<file path="config.mk">
export PLATFORM = sky130hd
export DESIGN_NAME = pat_timer
export DESIGN_NICKNAME = d
export VERILOG_FILES = /design/src/pat_pkg.sv /design/src/pat_timer.sv
export SDC_FILE = /design/constraint.sdc
export NUM_CORES = 1
export LEC_CHECK = 0
export ABC_AREA = 1
export ABC_CLOCK_PERIOD_IN_PS = 6500
export BUFFER_PORTS_ARGS = -buffer_cell sky130_fd_sc_hd__buf_2
export CORE_MARGIN = 1.5
export CORE_UTILIZATION = 55
export CTS_CLUSTER_DIAMETER = 200
export DETAILED_ROUTE_END_ITERATION = 10
export GPL_ROUTABILITY_DRIVEN = 0
export GPL_TIMING_DRIVEN = 0
export HOLD_SLACK_MARGIN = 0.08
export PLACE_DENSITY = 0.73
export SLEW_MARGIN = 40
export SYNTH_ARGS = -nofsm -noshare
export SYNTH_HDL_FRONTEND = slang
export SYNTH_SLANG_ARGS = --single-unit
</file>
<file path="constraint.sdc">
create_clock -name clock -period 6.5 [get_ports clock]
set_clock_uncertainty 0.15 [all_clocks]
set_input_delay 0.975 -clock clock [delete_from_list [all_inputs] [get_ports clock]]
set_output_delay 0.975 -clock clock [all_outputs]
set_load 0.01 [all_outputs]
</file>
<file path="src/pat_pkg.sv">
// Shared constants and types for the PWM auto-reload timer.
package pat_pkg;

	// ----------------------------------------
	// Register offsets
	// ----------------------------------------
	localparam logic [7:0] OFS_DUTY3 = 8'h73;
	localparam logic [7:0] OFS_DUTY2 = 8'h74;
	localparam logic [7:0] OFS_DUTY1 = 8'h75;
	localparam logic [7:0] OFS_DUTY0 = 8'h76;
	localparam logic [7:0] OFS_PWM_OUTPUT_CONTROL = 8'h77;
	localparam logic [7:0] OFS_CSR = 8'h78;
	localparam logic [7:0] OFS_CAR = 8'h79;
	localparam logic [7:0] OFS_ARR = 8'h7A;
	localparam logic [7:0] OFS_ICCSR = 8'h7B;
	localparam logic [7:0] OFS_ICR1 = 8'h7C;
	localparam logic [7:0] OFS_ICR2 = 8'h7D;

	// ----------------------------------------
	// Field positions
	// ----------------------------------------
	localparam int CSR_CLK_SEL = 7;
	localparam int CSR_CC_LO = 4;
	localparam int CSR_CNT_EN = 3;
	localparam int CSR_FRC_RLD = 2;
	localparam int CSR_OVF_IE = 1;
	localparam int CSR_OVF = 0;
	localparam int PWM_OUTPUT_CONTROL_OE_LO = 4;
	localparam int PWM_OUTPUT_CONTROL_OP_LO = 0;
	localparam int ICCSR_CS_LO = 4;
	localparam int ICCSR_CIE_LO = 2;
	localparam int ICCSR_CF_LO = 0;

	// ----------------------------------------
	// Sizes and reset values
	// ----------------------------------------
	localparam int NUM_PWM = 4;
	localparam int NUM_CAP = 2;
	localparam logic [7:0] RST_BYTE = 8'h00;
	localparam logic [6:0] RST_PRESC = 7'h00;
	localparam logic [7:0] CNT_TOP = 8'hFF;

	// ----------------------------------------
	// Register bus request
	// ----------------------------------------
	typedef struct packed {
		logic [7:0] addr;
		logic [7:0] wdata;
		logic wr;
		logic rd;
	} pat_bus_t;

endpackage : pat_pkg

</file>
<file path="src/pat_timer.sv">
// PWM auto-reload timer with prescaler, four PWM channels and two captures.
`timescale 1ns/1ps
// Notes on behaviour
// - Eight-bit up-counter advances once per prescaler output tick.
// - Overflow reloads counter from reload value; prescaler keeps running.
// - Prescaler divides selected input clock by two to the select code.
// - Clock source bit 7: zero CPU clock, one external clock.
// - Counter enable bit 3 low freezes both prescaler and counter.
// - Reset clears counter and prescaler and selects CPU clock.
// - Counter access write loads counter and clears prescaler; read is live.
// - Force reload bit 2 reads zero; writing one loads reload, clears prescaler.
// - Hidden compare per channel reloads from duty register on overflow.
// - Output enable bit connects each PWM output to its pin.
// - Overflow sets output by polarity; compare match restores it.
// - All channels share period of 256 minus reload counter ticks.
// - PWM generation halts while device is in halt mode.
// - Overflow sets flag bit 0; interrupt when enable bit 1 set.
// - Overflow flag clears when software reads control/status register.
// - External event mode sets flag after 256 minus reload events.
// - Selected capture edge latches counter and sets channel flag.
// - Capture register locked until read; read clears capture flag.
// - Capture interrupt stays high while flag and enable both set.
// - Each capture has own edge select and interrupt enable.
// - Enabled capture interrupt wakes device from halt.
// - Edge select zero means falling edge, one rising edge.
// - Output enable zero disables output, one enables it.
module pat_timer (
	// Clock and reset
	input logic clock,
	input logic arst_n,
	// Register port
	input pat_pkg::pat_bus_t bus_req,
	output logic [7:0] rdata,
	// Device state
	input logic halt_mode,
	// External pins
	input logic external_clock_in,
	input logic [1:0] capture_input_pin,
	output logic [3:0] pwm_output_pin,
	output logic [3:0] pwm_output_oe,
	// Interrupts and wake
	output logic ovf_irq,
	output logic [1:0] cap_irq,
	output logic wake
);

	// ----------------------------------------
	// Reset release
	// ----------------------------------------
	logic rst_s1_q;
	logic rst_n;

	always_ff @(posedge clock or negedge arst_n) begin
		if (!arst_n) begin
			rst_s1_q <= 1'b0;
			rst_n <= 1'b0;
		end else begin
			rst_s1_q <= 1'b1;
			rst_n <= rst_s1_q;
		end
	end

	// ----------------------------------------
	// Register state
	// ----------------------------------------
	logic clk_sel_q;
	logic [2:0] presc_sel_q;
	logic cnt_en_q;
	logic ovf_ie_q;
	logic ovf_flag_q;
	logic [7:0] reload_q;
	logic [7:0] cnt_q;
	logic [6:0] presc_q;
	logic [3:0] oe_q;
	logic [3:0] pol_q;
	logic [7:0] duty_q [4];
	logic [7:0] ocr_q [4];
	logic [1:0] edge_sel_q;
	logic [1:0] cap_ie_q;
	logic [1:0] cap_flag_q;
	logic [7:0] icr_q [2];
	logic [3:0] pwm_act_q;

	// ----------------------------------------
	// Access decode
	// ----------------------------------------
	logic wr;
	logic rd;
	logic [7:0] wd;
	logic csr_wr;
	logic car_wr;
	logic frc_wr;
	logic sw_load;
	logic csr_rd;
	logic [1:0] icr_rd;

	assign wr = bus_req.wr;
	assign rd = bus_req.rd;
	assign wd = bus_req.wdata;
	assign csr_wr = wr && (bus_req.addr == pat_pkg::OFS_CSR);
	assign car_wr = wr && (bus_req.addr == pat_pkg::OFS_CAR);
	assign frc_wr = csr_wr && wd[pat_pkg::CSR_FRC_RLD];
	assign sw_load = car_wr || frc_wr;
	assign csr_rd = rd && (bus_req.addr == pat_pkg::OFS_CSR);
	assign icr_rd[0] = rd && (bus_req.addr == pat_pkg::OFS_ICR1);
	assign icr_rd[1] = rd && (bus_req.addr == pat_pkg::OFS_ICR2);

	// ----------------------------------------
	// Input synchronisers
	// ----------------------------------------
	logic ext_s1_q;
	logic ext_s2_q;
	logic ext_s3_q;
	logic ext_rise;

	always_ff @(posedge clock or negedge rst_n) begin
		if (!rst_n) begin
			ext_s1_q <= 1'b0;
			ext_s2_q <= 1'b0;
			ext_s3_q <= 1'b0;
		end else begin
			ext_s1_q <= external_clock_in;
			ext_s2_q <= ext_s1_q;
			ext_s3_q <= ext_s2_q;
		end
	end

	// One pulse per external rising edge
	assign ext_rise = ext_s2_q && !ext_s3_q;

	// ----------------------------------------
	// Prescaler and counter
	// ----------------------------------------
	logic run;
	logic in_tick;
	logic [6:0] tap_mask;
	logic cnt_tick;
	logic cnt_top;
	logic ovf_evt;
	logic [7:0] cnt_nxt;

	// Halt stops prescaler and counter, so PWM freezes with the counter
	assign run = cnt_en_q && !halt_mode;
	assign in_tick = clk_sel_q ? ext_rise : 1'b1;
	assign tap_mask = 7'((8'h01 << presc_sel_q) - 8'h01);
	assign cnt_tick = run && in_tick && ((presc_q & tap_mask) == tap_mask);
	assign cnt_top = (cnt_q == pat_pkg::CNT_TOP);
	assign ovf_evt = cnt_tick && cnt_top && !sw_load;
	assign cnt_nxt = cnt_top ? reload_q : 8'(cnt_q + 8'h01);

	always_ff @(posedge clock or negedge rst_n) begin
		if (!rst_n) begin
			presc_q <= pat_pkg::RST_PRESC;
		end else if (sw_load) begin
			presc_q <= pat_pkg::RST_PRESC;
		end else if (run && in_tick) begin
			presc_q <= 7'(presc_q + 7'h01);
		end
	end

	always_ff @(posedge clock or negedge rst_n) begin
		if (!rst_n) begin
			cnt_q <= pat_pkg::RST_BYTE;
		end else if (car_wr) begin
			cnt_q <= wd;
		end else if (frc_wr) begin
			cnt_q <= reload_q;
		end else if (cnt_tick) begin
			cnt_q <= cnt_nxt;
		end
	end

	// ----------------------------------------
	// Control and status register
	// ----------------------------------------
	always_ff @(posedge clock or negedge rst_n) begin
		if (!rst_n) begin
			clk_sel_q <= 1'b0;
			presc_sel_q <= 3'h0;
			cnt_en_q <= 1'b0;
			ovf_ie_q <= 1'b0;
		end else if (csr_wr) begin
			clk_sel_q <= wd[pat_pkg::CSR_CLK_SEL];
			presc_sel_q <= wd[pat_pkg::CSR_CC_LO +: 3];
			cnt_en_q <= wd[pat_pkg::CSR_CNT_EN];
			ovf_ie_q <= wd[pat_pkg::CSR_OVF_IE];
		end
	end

	// Set wins over the read-side clear
	always_ff @(posedge clock or negedge rst_n) begin
		if (!rst_n) begin
			ovf_flag_q <= 1'b0;
		end else if (ovf_evt) begin
			ovf_flag_q <= 1'b1;
		end else if (csr_rd) begin
			ovf_flag_q <= 1'b0;
		end
	end

	// ----------------------------------------
	// Reload and PWM control registers
	// ----------------------------------------
	always_ff @(posedge clock or negedge rst_n) begin
		if (!rst_n) begin
			reload_q <= pat_pkg::RST_BYTE;
		end else if (wr && bus_req.addr == pat_pkg::OFS_ARR) begin
			reload_q <= wd;
		end
	end

	always_ff @(posedge clock or negedge rst_n) begin
		if (!rst_n) begin
			oe_q <= 4'h0;
			pol_q <= 4'h0;
		end else if (wr && bus_req.addr == pat_pkg::OFS_PWM_OUTPUT_CONTROL) begin
			oe_q <= wd[pat_pkg::PWM_OUTPUT_CONTROL_OE_LO +: 4];
			pol_q <= wd[pat_pkg::PWM_OUTPUT_CONTROL_OP_LO +: 4];
		end
	end

	// ----------------------------------------
	// PWM channels
	// ----------------------------------------
	genvar gi;
	generate
		for (gi = 0; gi < pat_pkg::NUM_PWM; gi++) begin : g_pwm
			// Duty registers sit at descending offsets
			localparam logic [7:0] OFS = 8'(pat_pkg::OFS_DUTY0 - gi);

			always_ff @(posedge clock or negedge rst_n) begin
				if (!rst_n) begin
					duty_q[gi] <= pat_pkg::RST_BYTE;
				end else if (wr && bus_req.addr == OFS) begin
					duty_q[gi] <= wd;
				end
			end

			// Double buffer keeps duty changes glitch free
			always_ff @(posedge clock or negedge rst_n) begin
				if (!rst_n) begin
					ocr_q[gi] <= pat_pkg::RST_BYTE;
				end else if (ovf_evt) begin
					ocr_q[gi] <= duty_q[gi];
				end
			end

			always_ff @(posedge clock or negedge rst_n) begin
				if (!rst_n) begin
					pwm_act_q[gi] <= 1'b0;
				end else if (ovf_evt) begin
					pwm_act_q[gi] <= 1'b1;
				end else if (cnt_tick && !sw_load && cnt_nxt == ocr_q[gi]) begin
					pwm_act_q[gi] <= 1'b0;
				end
			end

			// Polarity acts at once, not at the next period
			always_ff @(posedge clock or negedge rst_n) begin
				if (!rst_n) begin
					pwm_output_pin[gi] <= 1'b0;
					pwm_output_oe[gi] <= 1'b0;
				end else begin
					pwm_output_pin[gi] <= pwm_act_q[gi] ^ pol_q[gi];
					pwm_output_oe[gi] <= oe_q[gi];
				end
			end
		end
	endgenerate

	// ----------------------------------------
	// Capture channels
	// ----------------------------------------
	logic [1:0] cap_take;

	always_ff @(posedge clock or negedge rst_n) begin
		if (!rst_n) begin
			edge_sel_q <= 2'h0;
			cap_ie_q <= 2'h0;
		end else if (wr && bus_req.addr == pat_pkg::OFS_ICCSR) begin
			edge_sel_q <= wd[pat_pkg::ICCSR_CS_LO +: 2];
			cap_ie_q <= wd[pat_pkg::ICCSR_CIE_LO +: 2];
		end
	end

	generate
		for (gi = 0; gi < pat_pkg::NUM_CAP; gi++) begin : g_cap
			logic s1_q;
			logic s2_q;
			logic s3_q;
			logic hit;

			always_ff @(posedge clock or negedge rst_n) begin
				if (!rst_n) begin
					s1_q <= 1'b0;
					s2_q <= 1'b0;
					s3_q <= 1'b0;
				end else begin
					s1_q <= capture_input_pin[gi];
					s2_q <= s1_q;
					s3_q <= s2_q;
				end
			end

			assign hit = edge_sel_q[gi] ? (s2_q && !s3_q)
				: (!s2_q && s3_q);
			// A read in the same cycle reopens the channel
			assign cap_take[gi] = hit && (!cap_flag_q[gi] || icr_rd[gi]);

			always_ff @(posedge clock or negedge rst_n) begin
				if (!rst_n) begin
					icr_q[gi] <= pat_pkg::RST_BYTE;
				end else if (cap_take[gi]) begin
					icr_q[gi] <= cnt_q;
				end
			end

			always_ff @(posedge clock or negedge rst_n) begin
				if (!rst_n) begin
					cap_flag_q[gi] <= 1'b0;
				end else if (cap_take[gi]) begin
					cap_flag_q[gi] <= 1'b1;
				end else if (icr_rd[gi]) begin
					cap_flag_q[gi] <= 1'b0;
				end
			end
		end
	endgenerate

	// ----------------------------------------
	// Interrupts and wake
	// ----------------------------------------
	always_ff @(posedge clock or negedge rst_n) begin
		if (!rst_n) begin
			ovf_irq <= 1'b0;
			cap_irq <= 2'h0;
			wake <= 1'b0;
		end else begin
			ovf_irq <= ovf_flag_q && ovf_ie_q;
			cap_irq <= cap_flag_q & cap_ie_q;
			wake <= halt_mode && |(cap_flag_q & cap_ie_q);
		end
	end

	// ----------------------------------------
	// Read data
	// ----------------------------------------
	logic [7:0] rd_mux;

	always_comb begin
		rd_mux = pat_pkg::RST_BYTE;
		unique case (bus_req.addr)
			pat_pkg::OFS_DUTY3: rd_mux = duty_q[3];
			pat_pkg::OFS_DUTY2: rd_mux = duty_q[2];
			pat_pkg::OFS_DUTY1: rd_mux = duty_q[1];
			pat_pkg::OFS_DUTY0: rd_mux = duty_q[0];
			pat_pkg::OFS_PWM_OUTPUT_CONTROL: rd_mux = {oe_q, pol_q};
			pat_pkg::OFS_CSR: rd_mux = {clk_sel_q, presc_sel_q, cnt_en_q,
				1'b0, ovf_ie_q, ovf_flag_q};
			pat_pkg::OFS_CAR: rd_mux = cnt_q;
			pat_pkg::OFS_ARR: rd_mux = reload_q;
			pat_pkg::OFS_ICCSR: rd_mux = {2'h0, edge_sel_q, cap_ie_q,
				cap_flag_q};
			pat_pkg::OFS_ICR1: rd_mux = icr_q[0];
			pat_pkg::OFS_ICR2: rd_mux = icr_q[1];
			default: rd_mux = pat_pkg::RST_BYTE;
		endcase
	end

	always_ff @(posedge clock or negedge rst_n) begin
		if (!rst_n) begin
			rdata <= pat_pkg::RST_BYTE;
		end else if (rd) begin
			rdata <= rd_mux;
		end else begin
			rdata <= pat_pkg::RST_BYTE;
		end
	end
endmodule : pat_timer

</file>
* Yosys cells after proc, flatten, opt, wreduce, memory -nomap -nowiden *
Cells that the tools add are included.

operators by class
  add/sub/neg operators = 3
  equal/unequal tests = 17
  shifts and indexed selects = 1
  multiplexer cells = 25
  bitwise gates (word level) = 6
  reduce and logical (&&, ||, !) cells = 54

operators by type and width
  operator                                              number
  equality test 8 x 7 -> 1 bit (second input constant)  11
  case mux 8 bit (11 select lines)                      1
  2-to-1 mux 8 bit                                      5
  equality test 8 bit                                   4
  logical AND 1 bit                                     32
  2-to-1 mux 1 bit                                      17
  nonzero test 2 bit                                    8
  2-to-1 mux 7 bit                                      2
  zero test 1 bit                                       9
  adder 8 x 1 -> 8 bit (second input constant)          1
  equality test 8 bit (second input constant)           1
  adder 7 x 1 -> 7 bit (second input constant)          1
  bitwise AND 7 bit                                     1
  equality test 7 bit                                   1
  left shift 1 x 3 -> 7 bit (first input constant)      1
  subtractor 7 x 1 -> 7 bit (second input constant)     1
  XOR 1 bit                                             4
  logical OR 1 bit                                      3
  nonzero test 3 bit                                    1
  bitwise AND 2 bit                                     1
  OR reduction 2 bit                                    1

storage, ports and cells
  bits in registers = 159
  input bits = 24
  output and inout bits = 20
  word-level logic and storage cells = 157

* Depth between registers and ports, before layout *
  word-level depth = 9
  mapped depth = 14
  depth with buffers taken out = 14

* Worst setup path after synthesis *
OpenSTA, ideal clock, no wires.

  kind = input port to flip-flop
  start = input port bus_req[17] in the netlist's numbering
  end = register ocr_q[2] in the netlist's numbering
  setup time = 120 ps
  data arrival time = 2163 ps
  data required time = 6230 ps
  setup slack = 4067 ps
  stages on the path = 10
  buffers on the path = 2
  path through = inv_1 nand2_1 nor2_4 nand2_1 nor3_2 nor2_4 nand3_2 buf_4 buf_6 a21oi_2

between the ends
  longest elaborated chain between the ends = 6
  elaborated cells on any way between the ends = 8
  classes of those cells = eq/ne: 2; reduce/logical: 6

RTL lines
  what                            RTL line          source
  start: declaration              pat_timer.sv:32   input pat_pkg::pat_bus_t bus_req,
  equality test 8 x 7 -> 1 bit    pat_timer.sv:100  assign csr_wr = wr && (bus_req.addr == pat_pkg::OFS_CSR);
  logical AND 1 bit               pat_timer.sv:100
  logical AND 1 bit               pat_timer.sv:102  assign frc_wr = csr_wr && wd[pat_pkg::CSR_FRC_RLD];
  logical OR 1 bit (*)            pat_timer.sv:103  assign sw_load = car_wr || frc_wr;
  zero test 1 bit (*)             pat_timer.sv:148  assign ovf_evt = cnt_tick && cnt_top && !sw_load;
  logical AND 1 bit (*)           pat_timer.sv:148
  end signal: indexed assignment  pat_timer.sv:242  ocr_q[gi] <= pat_pkg::RST_BYTE;
  end signal: indexed assignment  pat_timer.sv:244  ocr_q[gi] <= duty_q[gi];
  end: declaration                pat_timer.sv:77   logic [7:0] ocr_q [4];

Every way passes the cells marked *; elsewhere a longest branch is shown, timed or not.
A chain may end at the register's enable or synchronous reset.

* Worst setup path in the final report *
  start = input port bus_req[17] in the netlist's numbering
  end = register reload_q[6]

between the ends
  longest elaborated chain between the ends = 2

RTL lines
  what                          RTL line          source
  equality test 8 x 7 -> 1 bit  pat_timer.sv:207  end else if (wr && bus_req.addr == pat_pkg::OFS_ARR) begin
  logical AND 1 bit             pat_timer.sv:207
  end signal: assignment        pat_timer.sv:206  reload_q <= pat_pkg::RST_BYTE;
  end signal: assignment        pat_timer.sv:208  reload_q <= wd;
  end: declaration              pat_timer.sv:71   logic [7:0] reload_q;

Every way passes these cells.

==> reports/qor.yml <==
outcome: "finished, final reports clean"
worstPathMaxFanout: 10
clockBufferDepth: 2
dp.cells: 1189
hold_viol: 0
ios: 44
syn_area_mm2: 0.00770
drive_gt1_frac: 0.112
yosysTopAreaCellShare: 0.516
worst-endpoint-arrival_ps: 2890
grt_pass1_vias: 6437
whs_ps: 131
fin_util: 0.639
ys.flop_type: "dfrtp_1"
synth_largest_area_cell: "dfrtp_1"
avgSynthCellArea_um2: 7.99
cts_buffers: 17
multiInputGateArea_mm2: 0.00313
htree_num_levels: 4
path_clk_slew_ps: 70
num_rows: 43
areaGrowthSynthToFinish_pct: 14.2
track_usage: 0.313
rsz0062_at_grt: "false"
cts_tree: "yes"
post-dp-hpwl_um: 16200
drc: 0
ant_nets: 0
end_kind: "flop"
cap_violations: 0
vias_per_cell: 5.68
finalSetupViolCount: 0
startpoint_type: "input pin"
crit_type: "in2reg"
start_util: 0.559
critPathSlowestCell: "nor2_2"
ys_seq_area_frac: 0.516
powerDensity_mw_per_mm2: 325
wl_um: 21800
path_cells: "buf_2 > inv_1 > nand4_1 > nor2_2 > nand3_1 > inv_1 > nand2_1 > clkbuf_1 > nand2_1 > o21ai_0"
synth-seq-cells: 159
post_cts_resize_count: 0
postCtsSetupRepairBufs: 0
hold_class: "reg2async"
finish.instance_area_mm2: 0.00880
drt_iter0_markers: 855
grt.overflow.total: 0
ys_top_cells_by_area: "dfrtp_1, nand2_1, o21ai_0"
fillers: 1220
min_period_ps: 2750
cts_hold_buf: 0
cp.required_ps: 6640
period_share: 0.423
p_leak_nw: 4.35
vias: 6926
synthTopCellsByCount: "nand2_1, dfrtp_1, inv_1"
drt_first_pass_iters: 6
grt_pass1_wl_um: 34200
relSlewSlack: 0.623
io_buffer_count: 42
path_delay_family: "simple AND/OR/NAND/NOR gates"
ys_warn_count: 0
tightest_slew_ps: 562
grt_max_degree: 45
cts_root_buffer: "clkbuf_16"
synth_edf_count: 0
instances_no_fill: 1220
synth_cell_types: 37
ir_drop_v: 0.000227
fp.dieH_um: 121
syn_nets: 991
tns_ps: 0
syn_inst: 964
die_area_mm2: 0.0147
yosysMostFrequentCell: "nand2_1"
seq_area_mm2: 0.00398
max_freq_mhz: 364
nets: 1055
post_drt_wl_per_cell_um: 17.9
antenna_cells: 0
cts.sinks: 159
fp.coreArea_mm2: 0.0138
antenna_found_initial: 0
fp.dieW_um: 121
cpPeakStageDelay_ps: 310
slew_viol_final: 0
clk-insertion-delay-late_ps: 430
crit_buf_inv: 4
placed_area_mm2: 0.00820
ys_async_sr_fraction: 1.00
[registers in the layout, summed over array words and instances (netlist names), 3 cells and up]
| register | flops |
|---|---|
| cnt_q | 8 |
| duty_q | 32 |
| icr_q | 16 |
| ocr_q | 32 |
| oe_q | 4 |
| pol_q | 4 |
| presc_q | 7 |
| presc_sel_q | 3 |
| pwm_act_q | 4 |
| pwm_output_oe | 4 |
| pwm_output_pin | 4 |
| rdata | 8 |
| reload_q | 8 |
[worst register-to-register path, delay by kind of cell (launching register included)]
kind          cells  cell delay, ps
flops             1             470
simple gates     11            1610
fa+ha+maj         1             280
[metrics by stage]
step	power [mW]	worst slack, ps
2_1_floorplan	1.63	1590
4_1_cts	2.85	3850
5_1_grt	2.99	3610
3_3_place_gp	1.81	-164
6_report	2.86	3750
3_5_place_dp	1.83	3430
[cell type report]
type	instances	area share
flip-flops and latches	159	0.453
multi-input cells	654	0.356
inverters	127	0.0542
clock buffers	17	0.0484
repair buffers	45	0.0307
well taps	180	0.0256
clock inverters	14	0.0193
plain buffers	24	0.0129
[metal layers]
layer	vias to the layer above	GRT usage	part of all wire
met1	3265	0.444	0.42
met3	57	0.0705	0.098
met4	0	0.139	0.035
met5	-	0	0
li1	3265	-	-
met2	339	0.460	0.45
[worst paths after layout]
kind	startpoint	to	slack (ps)	cells after the start
min reg2reg	rst_n$_DFF_PN0_	pwm_output_pin[2]$_DFF_PN0_	130	0
max	bus_req[17]	reload_q[6]$_DFFE_PN0P_	3750	10
max in group asynchronous	rst_n$_DFF_PN0_	rdata[4]$_DFF_PN0_	5470	1
min in group clock	g_cap[0].s1_q$_DFF_PN0_	g_cap[0].s2_q$_DFF_PN0_	190	0
max reg2reg	cnt_q[0]$_DFFE_PN0P_	pwm_act_q[0]$_DFFE_PN0P_	3890	12
min	rst_n$_DFF_PN0_	pwm_output_pin[2]$_DFF_PN0_	130	0
[report_power, final]
| part | internal, mW | switching [mW] | leakage [nW] |
|---|---|---|---|
| sequential | 1.10 | 0.0946 | 2.10 |
| combinational | 0.203 | 0.440 | 1.96 |
| clock | 0.579 | 0.442 | 0.288 |
[placed cells by master (no fill, tap or decap), types with 2 or more instances in the layout]
cell	synthesis	layout
nand2_1	259	259
dfrtp_1	159	158
inv_1	123	123
o21ai_0	117	117
nand3_1	81	81
nor2_1	59	59
buf_2	9	51
a21oi_1	31	31
nand4_1	20	20
clkbuf_16	0	17
o22ai_1	16	16
o21ai_1	16	16
clkbuf_1	12	12
nand3b_1	10	10
xor2_1	8	8
inv_6	0	6
nor2_4	5	5
a21oi_2	5	5
inv_2	4	4
nor2_2	4	4
o211ai_1	4	4
ha_1	3	3
inv_8	0	3
buf_12	0	3
nand2_2	2	2
a211oi_1	2	2
bufinv_16	0	2
clkinvlp_4	0	2
[logic make-up (layout without fill, tap and decap cells)]
kind of cell             count (synthesis)  after routing  share of synthesized area
AND/OR/NAND/NOR                        447            447                      0.257
AO/OA/AOI/OAI                          194            194                      0.134
buffers and inverters                  151            227                     0.0767
adder cells (fa/ha/maj)                  3              3                    0.00487
flip-flops                             159            159                      0.516
other                                    1              1                   0.000487
XOR/XNOR                                 9              9                     0.0102
Power figures use the tool's default switching activity.
